$ cat config.mk
export PLATFORM = sky130hd
export DESIGN_NAME = spm_port
export DESIGN_NICKNAME = d
export VERILOG_FILES = /design/src/rtl/spm_pkg.sv /design/src/rtl/spm_pin_sync.sv /design/src/rtl/spm_port.sv
export SDC_FILE = /design/constraint.sdc
export NUM_CORES = 1
export LEC_CHECK = 0
export ABC_AREA = 1
export BUFFER_PORTS_ARGS = -buffer_cell sky130_fd_sc_hd__buf_2
export CAP_MARGIN = 20
export CORE_ASPECT_RATIO = 2
export CORE_MARGIN = 2
export CORE_UTILIZATION = 30
export DETAILED_ROUTE_END_ITERATION = 8
export PLACE_DENSITY = 0.55
export SYNTH_ARGS = -nofsm -noshare
export SYNTH_HDL_FRONTEND = slang
export SYNTH_SLANG_ARGS = --single-unit
$ cat constraint.sdc
create_clock -name clk_in -period 10.63 [get_ports clk_in]
set_clock_uncertainty 0.1 [all_clocks]
set_input_delay 0.5315 -clock clk_in [delete_from_list [all_inputs] [get_ports clk_in]]
set_output_delay 0.5315 -clock clk_in [all_outputs]
set_load 0.05 [all_outputs]
$ cat src/rtl/spm_pkg.sv
// constants, register map and types of the serial port block
package spm_pkg;

  // register indices as printed; byte address is four times the index
  localparam logic [7:0]  CTRL_INDEX   = 8'hD2;
  localparam logic [7:0]  DATA_INDEX   = 8'hD3;
  localparam logic [7:0]  STATUS_INDEX = 8'hD4;
  localparam logic [7:0]  AUX_INDEX    = 8'hD5;
  localparam logic [31:0] CTRL_ADDR    = {22'h000000, CTRL_INDEX, 2'h0};
  localparam logic [31:0] DATA_ADDR    = {22'h000000, DATA_INDEX, 2'h0};
  localparam logic [31:0] STATUS_ADDR  = {22'h000000, STATUS_INDEX, 2'h0};
  localparam logic [31:0] AUX_ADDR     = {22'h000000, AUX_INDEX, 2'h0};

  // reset values
  localparam logic [7:0] CTRL_RESET   = 8'h00;
  localparam logic [7:0] DATA_RESET   = 8'h00;
  localparam logic [7:0] STATUS_RESET = 8'h00;
  localparam logic [2:0] AUX_RESET    = 3'h0;

  // serial_port_control fields
  localparam int CTRL_PORT_ENABLE = 7;
  localparam int CTRL_LOW_FIRST   = 6;
  localparam int CTRL_MASTER      = 5;
  localparam int CTRL_CPOL        = 4;
  localparam int CTRL_CPHA        = 3;
  localparam int CTRL_DOUBLER     = 2;
  localparam int CTRL_RATE_HI     = 1;
  localparam int CTRL_RATE_LO     = 0;

  // serial_port_status fields
  localparam int STAT_DONE      = 7;
  localparam int STAT_COLLISION = 6;
  localparam int STAT_SS_HIGH   = 5;
  localparam int STAT_TWO_PIN   = 3;
  localparam int STAT_SS_ENABLE = 2;
  localparam int STAT_TX_ENABLE = 1;
  localparam int STAT_RX_ENABLE = 0;

  // auxiliary register fields
  localparam int AUX_IRQ_ENABLE = 0;
  localparam int AUX_SS_DIR     = 1;
  localparam int AUX_SS_OUT     = 2;

  // sck half periods in core cycles, indexed by doubler and rate select
  localparam logic [6:0] HALF_DIV4   = 7'h02;
  localparam logic [6:0] HALF_DIV16  = 7'h08;
  localparam logic [6:0] HALF_DIV64  = 7'h20;
  localparam logic [6:0] HALF_DIV128 = 7'h40;
  localparam logic [6:0] HALF_DIV2   = 7'h01;
  localparam logic [6:0] HALF_DIV8   = 7'h04;
  localparam logic [6:0] HALF_DIV32  = 7'h10;

  // index of the last sck edge in one byte, counted from zero
  localparam logic [4:0] LAST_EDGE = 5'h0F;

  // synchronised pins
  localparam int PIN_COUNT = 4;
  localparam int PIN_SS    = 3;
  localparam int PIN_SCK   = 2;
  localparam int PIN_MOSI  = 1;
  localparam int PIN_MISO  = 0;

  typedef enum logic [0:0] {
    SPM_IDLE  = 1'b0,
    SPM_SHIFT = 1'b1
  } spm_state_type;

endpackage

$ cat src/rtl/spm_pin_sync.sv
// two-stage synchronisers and edge detectors for the serial pins
`timescale 1ns/10ps
module spm_pin_sync (
  // clock and reset
  input  wire logic                          clk_in,
  input  wire logic                          rstn_in,
  // raw pins
  input  wire logic [spm_pkg::PIN_COUNT-1:0] pin_in,
  // synchronised levels and edges
  output logic      [spm_pkg::PIN_COUNT-1:0] level_out,
  output logic      [spm_pkg::PIN_COUNT-1:0] rise_out,
  output logic      [spm_pkg::PIN_COUNT-1:0] fall_out
);
  import spm_pkg::*;

  genvar i;
  generate
    for (i = 0; i < PIN_COUNT; i++)
    begin : g_pin
      logic meta;
      logic stable;
      logic last;
      // first stage feeds only the second
      always_ff @(posedge clk_in or negedge rstn_in)
      begin
        if (!rstn_in)
        begin
          meta   <= 1'b0;
          stable <= 1'b0;
          last   <= 1'b0;
        end
        else
        begin
          meta   <= pin_in[i];
          stable <= meta;
          last   <= stable;
        end
      end
      assign level_out[i] = stable;
      assign rise_out[i]  = stable & ~last;
      assign fall_out[i]  = ~stable & last;
    end
  endgenerate

endmodule // spm_pin_sync

$ cat src/rtl/spm_port.sv
// serial port engine with ahb-lite register slave
//
// Added by the designer: register access over AHB-Lite.
`timescale 1ns/10ps
module spm_port (
  // clock and reset
  input  wire logic        clk_in,
  input  wire logic        rstn_in,
  // ahb-lite slave
  input  wire logic        hsel_in,
  input  wire logic [31:0] haddr_in,
  input  wire logic [1:0]  htrans_in,
  input  wire logic        hwrite_in,
  input  wire logic [2:0]  hsize_in,
  input  wire logic        hready_in,
  input  wire logic [31:0] hwdata_in,
  output logic             hreadyout_out,
  output logic             hresp_out,
  output logic      [31:0] hrdata_out,
  // interrupt handshake
  input  wire logic        irq_service_in,
  output logic             irq_request_out,
  // serial clock pin
  input  wire logic        sck_in,
  output logic             sck_out,
  output logic             sck_oe_out,
  // master out pin
  input  wire logic        mosi_in,
  output logic             mosi_out,
  output logic             mosi_oe_out,
  // master in pin
  input  wire logic        miso_in,
  output logic             miso_out,
  output logic             miso_oe_out,
  // select pin
  input  wire logic        ss_in,
  output logic             ss_out,
  output logic             ss_oe_out
);
  import spm_pkg::*;

  logic                 rst_meta;
  logic                 rstn_sync;
  logic [PIN_COUNT-1:0] pin_level;
  logic [PIN_COUNT-1:0] pin_rise;
  logic [PIN_COUNT-1:0] pin_fall;
  logic [7:0]           ctrl;
  logic [2:0]           aux;
  logic                 done_flag;
  logic                 collision_flag;
  logic                 ss_high_flag;
  logic                 two_pin;
  logic                 ss_enable;
  logic                 tx_enable;
  logic                 rx_enable;
  logic                 status_seen;
  logic                 wr_pending;
  logic [31:0]          wr_addr;
  logic [7:0]           rx_data;
  logic [7:0]           tx_hold;
  logic [7:0]           shift_reg;
  logic [7:0]           next_shift;
  logic                 out_bit;
  logic                 sck_level;
  logic [6:0]           div_cnt;
  logic [6:0]           half_period;
  logic [4:0]           edge_cnt;
  spm_state_type        state;
  logic                 bus_take;
  logic                 rd_take;
  logic                 status_read;
  logic                 data_read;
  logic                 wr_ctrl;
  logic                 wr_data;
  logic                 wr_status;
  logic                 wr_aux;
  logic                 data_access;
  logic [7:0]           read_value;
  logic                 port_enable;
  logic                 master;
  logic                 low_first;
  logic                 cpol;
  logic                 cpha;
  logic                 irq_enable;
  logic                 ss_pin_input;
  logic                 ss_internal;
  logic                 mode_fault;
  logic                 slave_selected;
  logic                 tick;
  logic                 edge_evt;
  logic                 leading;
  logic                 sample_evt;
  logic                 setup_evt;
  logic                 in_bit;
  logic                 done_evt;
  logic                 start;
  logic [1:0]           samp_dly;
  logic [1:0]           done_dly;
  logic [7:0]           rx_shift;
  logic [7:0]           next_rx;
  logic                 cap_evt;
  logic                 fin_evt;

  // reset release through two flops
  always_ff @(posedge clk_in or negedge rstn_in)
  begin
    if (!rstn_in)
    begin
      rst_meta  <= 1'b0;
      rstn_sync <= 1'b0;
    end
    else
    begin
      rst_meta  <= 1'b1;
      rstn_sync <= rst_meta;
    end
  end

  spm_pin_sync u_sync (
    .clk_in    (clk_in),
    .rstn_in   (rstn_sync),
    .pin_in    ({ss_in, sck_in, mosi_in, miso_in}),
    .level_out (pin_level),
    .rise_out  (pin_rise),
    .fall_out  (pin_fall)
  );

  assign port_enable = ctrl[CTRL_PORT_ENABLE];
  assign master      = ctrl[CTRL_MASTER];
  assign low_first   = ctrl[CTRL_LOW_FIRST];
  assign cpol        = ctrl[CTRL_CPOL];
  assign cpha        = ctrl[CTRL_CPHA];
  assign irq_enable  = aux[AUX_IRQ_ENABLE];

  // bus decode; reads act in the address phase, writes in the data phase
  assign bus_take    = hsel_in & htrans_in[1] & hready_in;
  assign rd_take     = bus_take & ~hwrite_in;
  assign status_read = rd_take & (haddr_in == STATUS_ADDR);
  assign data_read   = rd_take & (haddr_in == DATA_ADDR);
  assign wr_ctrl     = wr_pending & (wr_addr == CTRL_ADDR);
  assign wr_data     = wr_pending & (wr_addr == DATA_ADDR);
  assign wr_status   = wr_pending & (wr_addr == STATUS_ADDR);
  assign wr_aux      = wr_pending & (wr_addr == AUX_ADDR);
  assign data_access = data_read | wr_data;

  always_comb
  begin
    read_value = 8'h00;
    unique case (haddr_in)
      CTRL_ADDR:   read_value = ctrl;
      DATA_ADDR:   read_value = rx_data;
      STATUS_ADDR: read_value = {done_flag, collision_flag, ss_high_flag, 1'b0,
                                 two_pin, ss_enable, tx_enable, rx_enable};
      AUX_ADDR:    read_value = {5'h00, aux};
      default:     read_value = 8'h00;
    endcase
  end

  // zero wait states, always okay
  assign hreadyout_out = 1'b1;
  assign hresp_out     = 1'b0;

  always_ff @(posedge clk_in or negedge rstn_sync)
  begin
    if (!rstn_sync)
    begin
      wr_pending <= 1'b0;
      wr_addr    <= 32'h00000000;
      hrdata_out <= 32'h00000000;
    end
    else
    begin
      wr_pending <= bus_take & hwrite_in;
      if (bus_take)
        wr_addr <= haddr_in;
      if (rd_take)
        hrdata_out <= {24'h000000, read_value};
      else
        hrdata_out <= 32'h00000000;
    end
  end

  // select pin handling
  assign ss_pin_input   = ss_enable & (~master | ~aux[AUX_SS_DIR]);
  assign ss_internal    = ss_enable ? pin_level[PIN_SS] : master;
  assign mode_fault     = port_enable & master & ss_pin_input & ~pin_level[PIN_SS];
  assign slave_selected = ~master & ~ss_internal;

  always_ff @(posedge clk_in or negedge rstn_sync)
  begin
    if (!rstn_sync)
      ctrl <= CTRL_RESET;
    else
    begin
      if (wr_ctrl)
        ctrl <= hwdata_in[7:0];
      if (mode_fault)
        ctrl[CTRL_MASTER] <= 1'b0;
    end
  end

  always_ff @(posedge clk_in or negedge rstn_sync)
  begin
    if (!rstn_sync)
      aux <= AUX_RESET;
    else if (wr_aux)
      aux <= hwdata_in[2:0];
  end

  always_ff @(posedge clk_in or negedge rstn_sync)
  begin
    if (!rstn_sync)
    begin
      two_pin   <= STATUS_RESET[STAT_TWO_PIN];
      ss_enable <= STATUS_RESET[STAT_SS_ENABLE];
      tx_enable <= STATUS_RESET[STAT_TX_ENABLE];
      rx_enable <= STATUS_RESET[STAT_RX_ENABLE];
    end
    else if (wr_status)
    begin
      two_pin   <= hwdata_in[STAT_TWO_PIN];
      ss_enable <= hwdata_in[STAT_SS_ENABLE];
      tx_enable <= hwdata_in[STAT_TX_ENABLE];
      rx_enable <= hwdata_in[STAT_RX_ENABLE];
    end
  end

  // rising select edge; a set in the clearing cycle wins
  always_ff @(posedge clk_in or negedge rstn_sync)
  begin
    if (!rstn_sync)
      ss_high_flag <= STATUS_RESET[STAT_SS_HIGH];
    else if (ss_pin_input & pin_rise[PIN_SS])
      ss_high_flag <= 1'b1;
    else if (wr_status & ~hwdata_in[STAT_SS_HIGH])
      ss_high_flag <= 1'b0;
  end

  // sck divider selection
  always_comb
  begin
    half_period = HALF_DIV4;
    unique case ({ctrl[CTRL_DOUBLER], ctrl[CTRL_RATE_HI], ctrl[CTRL_RATE_LO]})
      3'h0: half_period = HALF_DIV4;
      3'h1: half_period = HALF_DIV16;
      3'h2: half_period = HALF_DIV64;
      3'h3: half_period = HALF_DIV128;
      3'h4: half_period = HALF_DIV2;
      3'h5: half_period = HALF_DIV8;
      3'h6: half_period = HALF_DIV32;
      3'h7: half_period = HALF_DIV64;
    endcase
  end

  // edge events, shared by both roles
  assign tick       = (div_cnt == half_period - 7'h01);
  assign edge_evt   = (state == SPM_SHIFT) &
                      (master ? tick : slave_selected & (pin_rise[PIN_SCK] | pin_fall[PIN_SCK]));
  assign leading    = master ? (sck_level == cpol) : (pin_rise[PIN_SCK] ? ~cpol : cpol);
  assign sample_evt = edge_evt & (leading ^ cpha);
  assign setup_evt  = edge_evt & ~(leading ^ cpha);
  assign in_bit     = master ? pin_level[PIN_MISO] : pin_level[PIN_MOSI];
  assign next_shift = low_first ? {in_bit, shift_reg[7:1]} : {shift_reg[6:0], in_bit};
  assign done_evt   = edge_evt & (edge_cnt == LAST_EDGE);
  assign start      = wr_data & port_enable & (state == SPM_IDLE);
  // master capture waits out the miso synchroniser; slave pins share its delay
  assign cap_evt    = master ? samp_dly[1] : sample_evt;
  assign fin_evt    = master ? done_dly[1] : done_evt;
  assign next_rx    = low_first ? {in_bit, rx_shift[7:1]} : {rx_shift[6:0], in_bit};

  // transfer sequencer
  always_ff @(posedge clk_in or negedge rstn_sync)
  begin
    if (!rstn_sync)
    begin
      state     <= SPM_IDLE;
      edge_cnt  <= 5'h00;
      shift_reg <= DATA_RESET;
      tx_hold   <= DATA_RESET;
      out_bit   <= 1'b0;
    end
    else if (!port_enable | mode_fault)
    begin
      state    <= SPM_IDLE;
      edge_cnt <= 5'h00;
    end
    else if (start)
    begin
      state     <= SPM_SHIFT;
      edge_cnt  <= 5'h00;
      shift_reg <= hwdata_in[7:0];
      tx_hold   <= hwdata_in[7:0];
      out_bit   <= low_first ? hwdata_in[0] : hwdata_in[7];
    end
    else if ((state == SPM_SHIFT) & ~master & ss_internal)
    begin
      // deselect rewinds to the loaded byte and stays armed
      edge_cnt  <= 5'h00;
      shift_reg <= tx_hold;
      out_bit   <= low_first ? tx_hold[0] : tx_hold[7];
    end
    else if (edge_evt)
    begin
      edge_cnt <= edge_cnt + 5'h01;
      if (sample_evt)
        shift_reg <= next_shift;
      if (setup_evt)
        out_bit <= low_first ? shift_reg[0] : shift_reg[7];
      if (done_evt)
        state <= SPM_IDLE;
    end
  end

  // master clock generator
  always_ff @(posedge clk_in or negedge rstn_sync)
  begin
    if (!rstn_sync)
    begin
      div_cnt   <= 7'h00;
      sck_level <= 1'b0;
    end
    else if ((state == SPM_IDLE) | ~master)
    begin
      div_cnt   <= 7'h00;
      // follows a control write at once, so idle sck never lags the polarity bit
      sck_level <= wr_ctrl ? hwdata_in[CTRL_CPOL] : cpol;
    end
    else if (tick)
    begin
      div_cnt   <= 7'h00;
      sck_level <= ~sck_level;
    end
    else
      div_cnt <= div_cnt + 7'h01;
  end

  // receive shifter, apart from the transmit one
  always_ff @(posedge clk_in or negedge rstn_sync)
  begin
    if (!rstn_sync)
    begin
      samp_dly <= 2'h0;
      done_dly <= 2'h0;
      rx_shift <= DATA_RESET;
    end
    else
    begin
      samp_dly <= {samp_dly[0], sample_evt};
      done_dly <= {done_dly[0], done_evt};
      if (cap_evt)
        rx_shift <= next_rx;
    end
  end

  // received byte is kept only with receive enabled
  always_ff @(posedge clk_in or negedge rstn_sync)
  begin
    if (!rstn_sync)
      rx_data <= DATA_RESET;
    else if (fin_evt & rx_enable)
      rx_data <= cap_evt ? next_rx : rx_shift;
  end

  // status read arms the software clearing path
  always_ff @(posedge clk_in or negedge rstn_sync)
  begin
    if (!rstn_sync)
      status_seen <= 1'b0;
    else if (status_read)
      status_seen <= 1'b1;
    else if (data_access)
      status_seen <= 1'b0;
  end

  always_ff @(posedge clk_in or negedge rstn_sync)
  begin
    if (!rstn_sync)
      done_flag <= STATUS_RESET[STAT_DONE];
    else if (fin_evt | mode_fault)
      done_flag <= 1'b1;
    else if (irq_enable & irq_service_in)
      done_flag <= 1'b0;
    else if (~irq_enable & status_seen & data_access)
      done_flag <= 1'b0;
  end

  // collision: the written byte is dropped, the transfer goes on
  always_ff @(posedge clk_in or negedge rstn_sync)
  begin
    if (!rstn_sync)
      collision_flag <= STATUS_RESET[STAT_COLLISION];
    else if (wr_data & (state == SPM_SHIFT))
      collision_flag <= 1'b1;
    else if (status_seen & data_access)
      collision_flag <= 1'b0;
  end

  assign irq_request_out = done_flag & irq_enable;

  // pin drivers
  assign sck_out     = sck_level;
  assign sck_oe_out  = port_enable & master;
  assign mosi_out    = out_bit;
  assign mosi_oe_out = port_enable & master & tx_enable;
  assign miso_out    = out_bit;
  assign miso_oe_out = port_enable & slave_selected & tx_enable;
  assign ss_out      = aux[AUX_SS_OUT];
  assign ss_oe_out   = master & ss_enable & aux[AUX_SS_DIR];

endmodule // spm_port

==> flow_summary_export.csv <==
group,metric,value,unit
run_status,status,"finished, final reports clean",
final_layout,drive_above_1_share,16.13,%
synth,ys_seq_elements,123,
global_routing,antenna_found_initial,0,
timing,rsz0062_at_grt,"false",
routing,drt-pass1-iter-count,4,
timing,final-setup-viol-count,0,
global_routing,grt_pass1_vias,5179,
worst_setup_path,worstRegToRegCells,9,
routing,wirelength,15830,microns
final_layout,syn_to_final_growth,17.19,%
routing,drt-initial-drc-count,342,
power,cellLeakagePower,3.871,nW
final_layout,top_register,"wr_addr",
hold_path,hold_end,"u_sync.g_pin[2].meta",
floorplan,floorplan.rows,74,
place,gp_congestion,0.8024,
synth,syn_avg_cell_area,8.024,sq um
synth,synth_top_area_cell,"dfrtp_1",
floorplan,initial_core_util,30.55,%
routing,vias_per_cell,4.535,
global_routing,grt.overflow.total,0,
timing,report.final.slew_viol_count,0,
timing,setup-tns-final,0,ns
floorplan,core,0.02046,sq mm
final_layout,seq_area,0.003082,sq mm
final_layout,fin_util,35.80,%
clock_network,ctsHoldBuffers,1,
timing,relSlewSlack,56.64,%
worst_setup_path,crit_arrival,2.05,ns
global_routing,grt_max_degree,79,
hold_path,min_path_cells,1,
floorplan,die_area,0.02208,sq mm
synth,synth_top_flop_cell,"dfrtp_1",
synth,ys_top_cells_by_area,"dfrtp_1 (49%), nand2_1 (15%), o21ai_0 (5.0%)",
power,power.share.clock,46.3,%
power,cellPowerDensity,165.2,mW/mm^2
global_routing,grt_usage,15.25,%
floorplan,ios,122,
timing,fin_crit_sh,25.27,%
run,cap_violations,0,
synth,synth-edff-count,0,
worst_setup_path,worstPathRequired,10.00,ns
clock_network,cts_resized,0,
final_layout,n_fill_cell,2168,
clock_network,clockBufferDepth,2,
clock_network,clkLatencyLatePin,0.42,ns
final_layout,largest_reg_flops,32,
worst_setup_path,r2r_setup_slack,8.18,ns
timing,worst_pin_slew,0.6504,ns
worst_setup_path,cp_max_fo,14,
synth,synth_area,0.006251,sq mm
clock_network,cts_tree,"yes",
hold_path,hp-start,"sck_in",
place,dpl.hpwl,11730,microns
synth,yosys_warnings,0,
power,intPower,0.8967,mW
routing,vias,5116,
routing,drc,0,
power,power_frac_comb,10.2,%
global_routing,grt_pass1_wl,25990,microns
clock_network,cts-root-buf,"clkbuf_16",
worst_setup_path,timing_worst_setup_path_type,"reg -> out",
clock_network,postCtsSetupBuffers,0,
synth,yosysTopAreaCellShare,49.24,%
timing,fin_crit,2.686,ns
power,p_sw,0.3132,mW
timing,timing.final.hold_violations,0,
place,io_buffer_count,67,
synth,ys_types,46,
power,switching_share,25.89,%
worst_setup_path,critPathLaunchType,"flop",
synth,synthCells,779,
synth,yosysSeqAreaShare,49.24,%
synth,async_reset_ff_share,100.0,%
worst_setup_path,r2r_start,"ctrl[5]",
clock_network,clkTransAtPathRegs,0.05,ns
worst_setup_path,cp-end-kind,"output pin",
clock_network,cts_made_buffers,17,
routing,wl_per_cell,14.03,microns
routing,ant_nets,0,
power,irDropWorstVdd,0.1001,mV
power,finalPower,1.210,mW
clock_network,cts_htree_levels,4,
hold_path,hp-class,"in -> reg",
final_layout,diodes,0,
worst_setup_path,reg2reg_to,"edge_cnt[3]",
floorplan,die_h,208.1,microns
final_layout,multiInputGateArea,0.002628,sq mm
timing,fmax,0.3723,GHz
clock_network,clock-sinks,123,
power,seqPwrFrac,43.5,%
floorplan,die_w,106.1,microns
final_layout,fin_nets,932,
area by class of cell:
class	instances	share of cell area, %
clock buffers	24	6.439
well taps	266	4.543
flip-flops and latches	123	42.07
multi-input cells	549	35.87
repair buffers	72	5.397
inverters	86	4.424
clock inverters	8	1.264
power groups by stage:
stage,Combinational (mW),Clock [mW],Sequential [mW]
final,0.124,0.560,0.526
after detailed placement,0.124,0,0.534
after CTS,0.124,0.571,0.526
after global placement,0.123,0,0.533
after floorplan,0.0959,0,0.533
after global routing,0.142,0.590,0.531
per-stage QoR:
stage / area, sq um / setup WS (ns) / std cells / hold slack (ns)
detailed placement: 6724 / 8.112 / 1094 / 0.2204
global placement: 6724 / 8.140 / 1094 / 0.2164
global route: 7326 / 7.780 / 1128 / 0.1091
floorplan: 6345 / 6.850 / 804 / 0.1359
CTS: 7298 / 7.907 / 1127 / 0.1037
finish: 7326 / 7.944 / 1128 / 0.1167
worst max path at each step:
stage | cells after the start | slack, ns | from | to
finish | 3 | 7.94 | ctrl[7] | miso_oe_out
global route | 3 | 7.78 | ctrl[7] | miso_oe_out
floorplan | 0 | 6.85 | rstn_sync | aux[0]
global placement | 9 | 8.14 | ctrl[5] | edge_cnt[3]
CTS | 3 | 7.91 | ctrl[7] | miso_oe_out
detailed placement | 9 | 8.11 | ctrl[5] | edge_cnt[3]
layer usage:
metal	up-vias	GRT usage [%]	routed length [microns]
met5	-	0	0
met4	0	7.033	542
met3	31	3.477	642
met2	136	28.68	8712
met1	2384	15.64	5930
li1	2565	-	-
worst max-delay path: stages, from the launching register on:
cell and delay, ns:
dfrtp_1 0.75, inv_1 0.12, nor4_1 0.42, buf_2 0.34
cell usage after synthesis, drive strengths merged, types with 2 or more instances:
cell,instances
a21oi,10
a31oi,7
buf,33
clkbuf,12
conb,2
dfrtp,123
ha,4
inv,85
mux2,3
mux2i,2
nand2,261
nand3,51
nand3b,2
nand4,18
nor2,68
nor3,12
nor4,4
o21ai,63
or2,2
xnor2,2
xor2,5
cells in the final DEF, fill, tap and decap left out, types with 3 or more instances in the layout:
cell type	synthesis	final
a21oi_1	10	10
a31oi_1	7	7
buf_2	1	67
buf_4	30	3
clkbuf_1	10	5
clkbuf_16	0	17
clkinv_2	1	6
conb_1	2	27
dfrtp_1	123	122
ha_1	4	4
inv_1	82	82
inv_2	3	3
mux2_2	3	3
nand2_1	245	245
nand2_2	13	13
nand2_4	3	3
nand3_1	47	46
nand3_2	2	3
nand4_1	17	17
nor2_1	64	64
nor3_1	9	9
nor3_4	3	3
nor4_1	4	4
o21ai_0	63	63
xor2_1	5	5
logic make-up (layout without fill, tap and decap cells):
group	after synthesis	after routing	synth area share (%)
buffers and inverters	132	190	10.31
flip-flops	123	123	49.24
adder cells (fa/ha/maj)	4	4	0.8007
multiplexers	5	5	0.8607
XOR/XNOR	7	7	1.101
other	2	27	0.1201
AND/OR/NAND/NOR	421	421	30.38
AO/OA/AOI/OAI	85	85	7.186
Power figures use the tool's default switching activity.
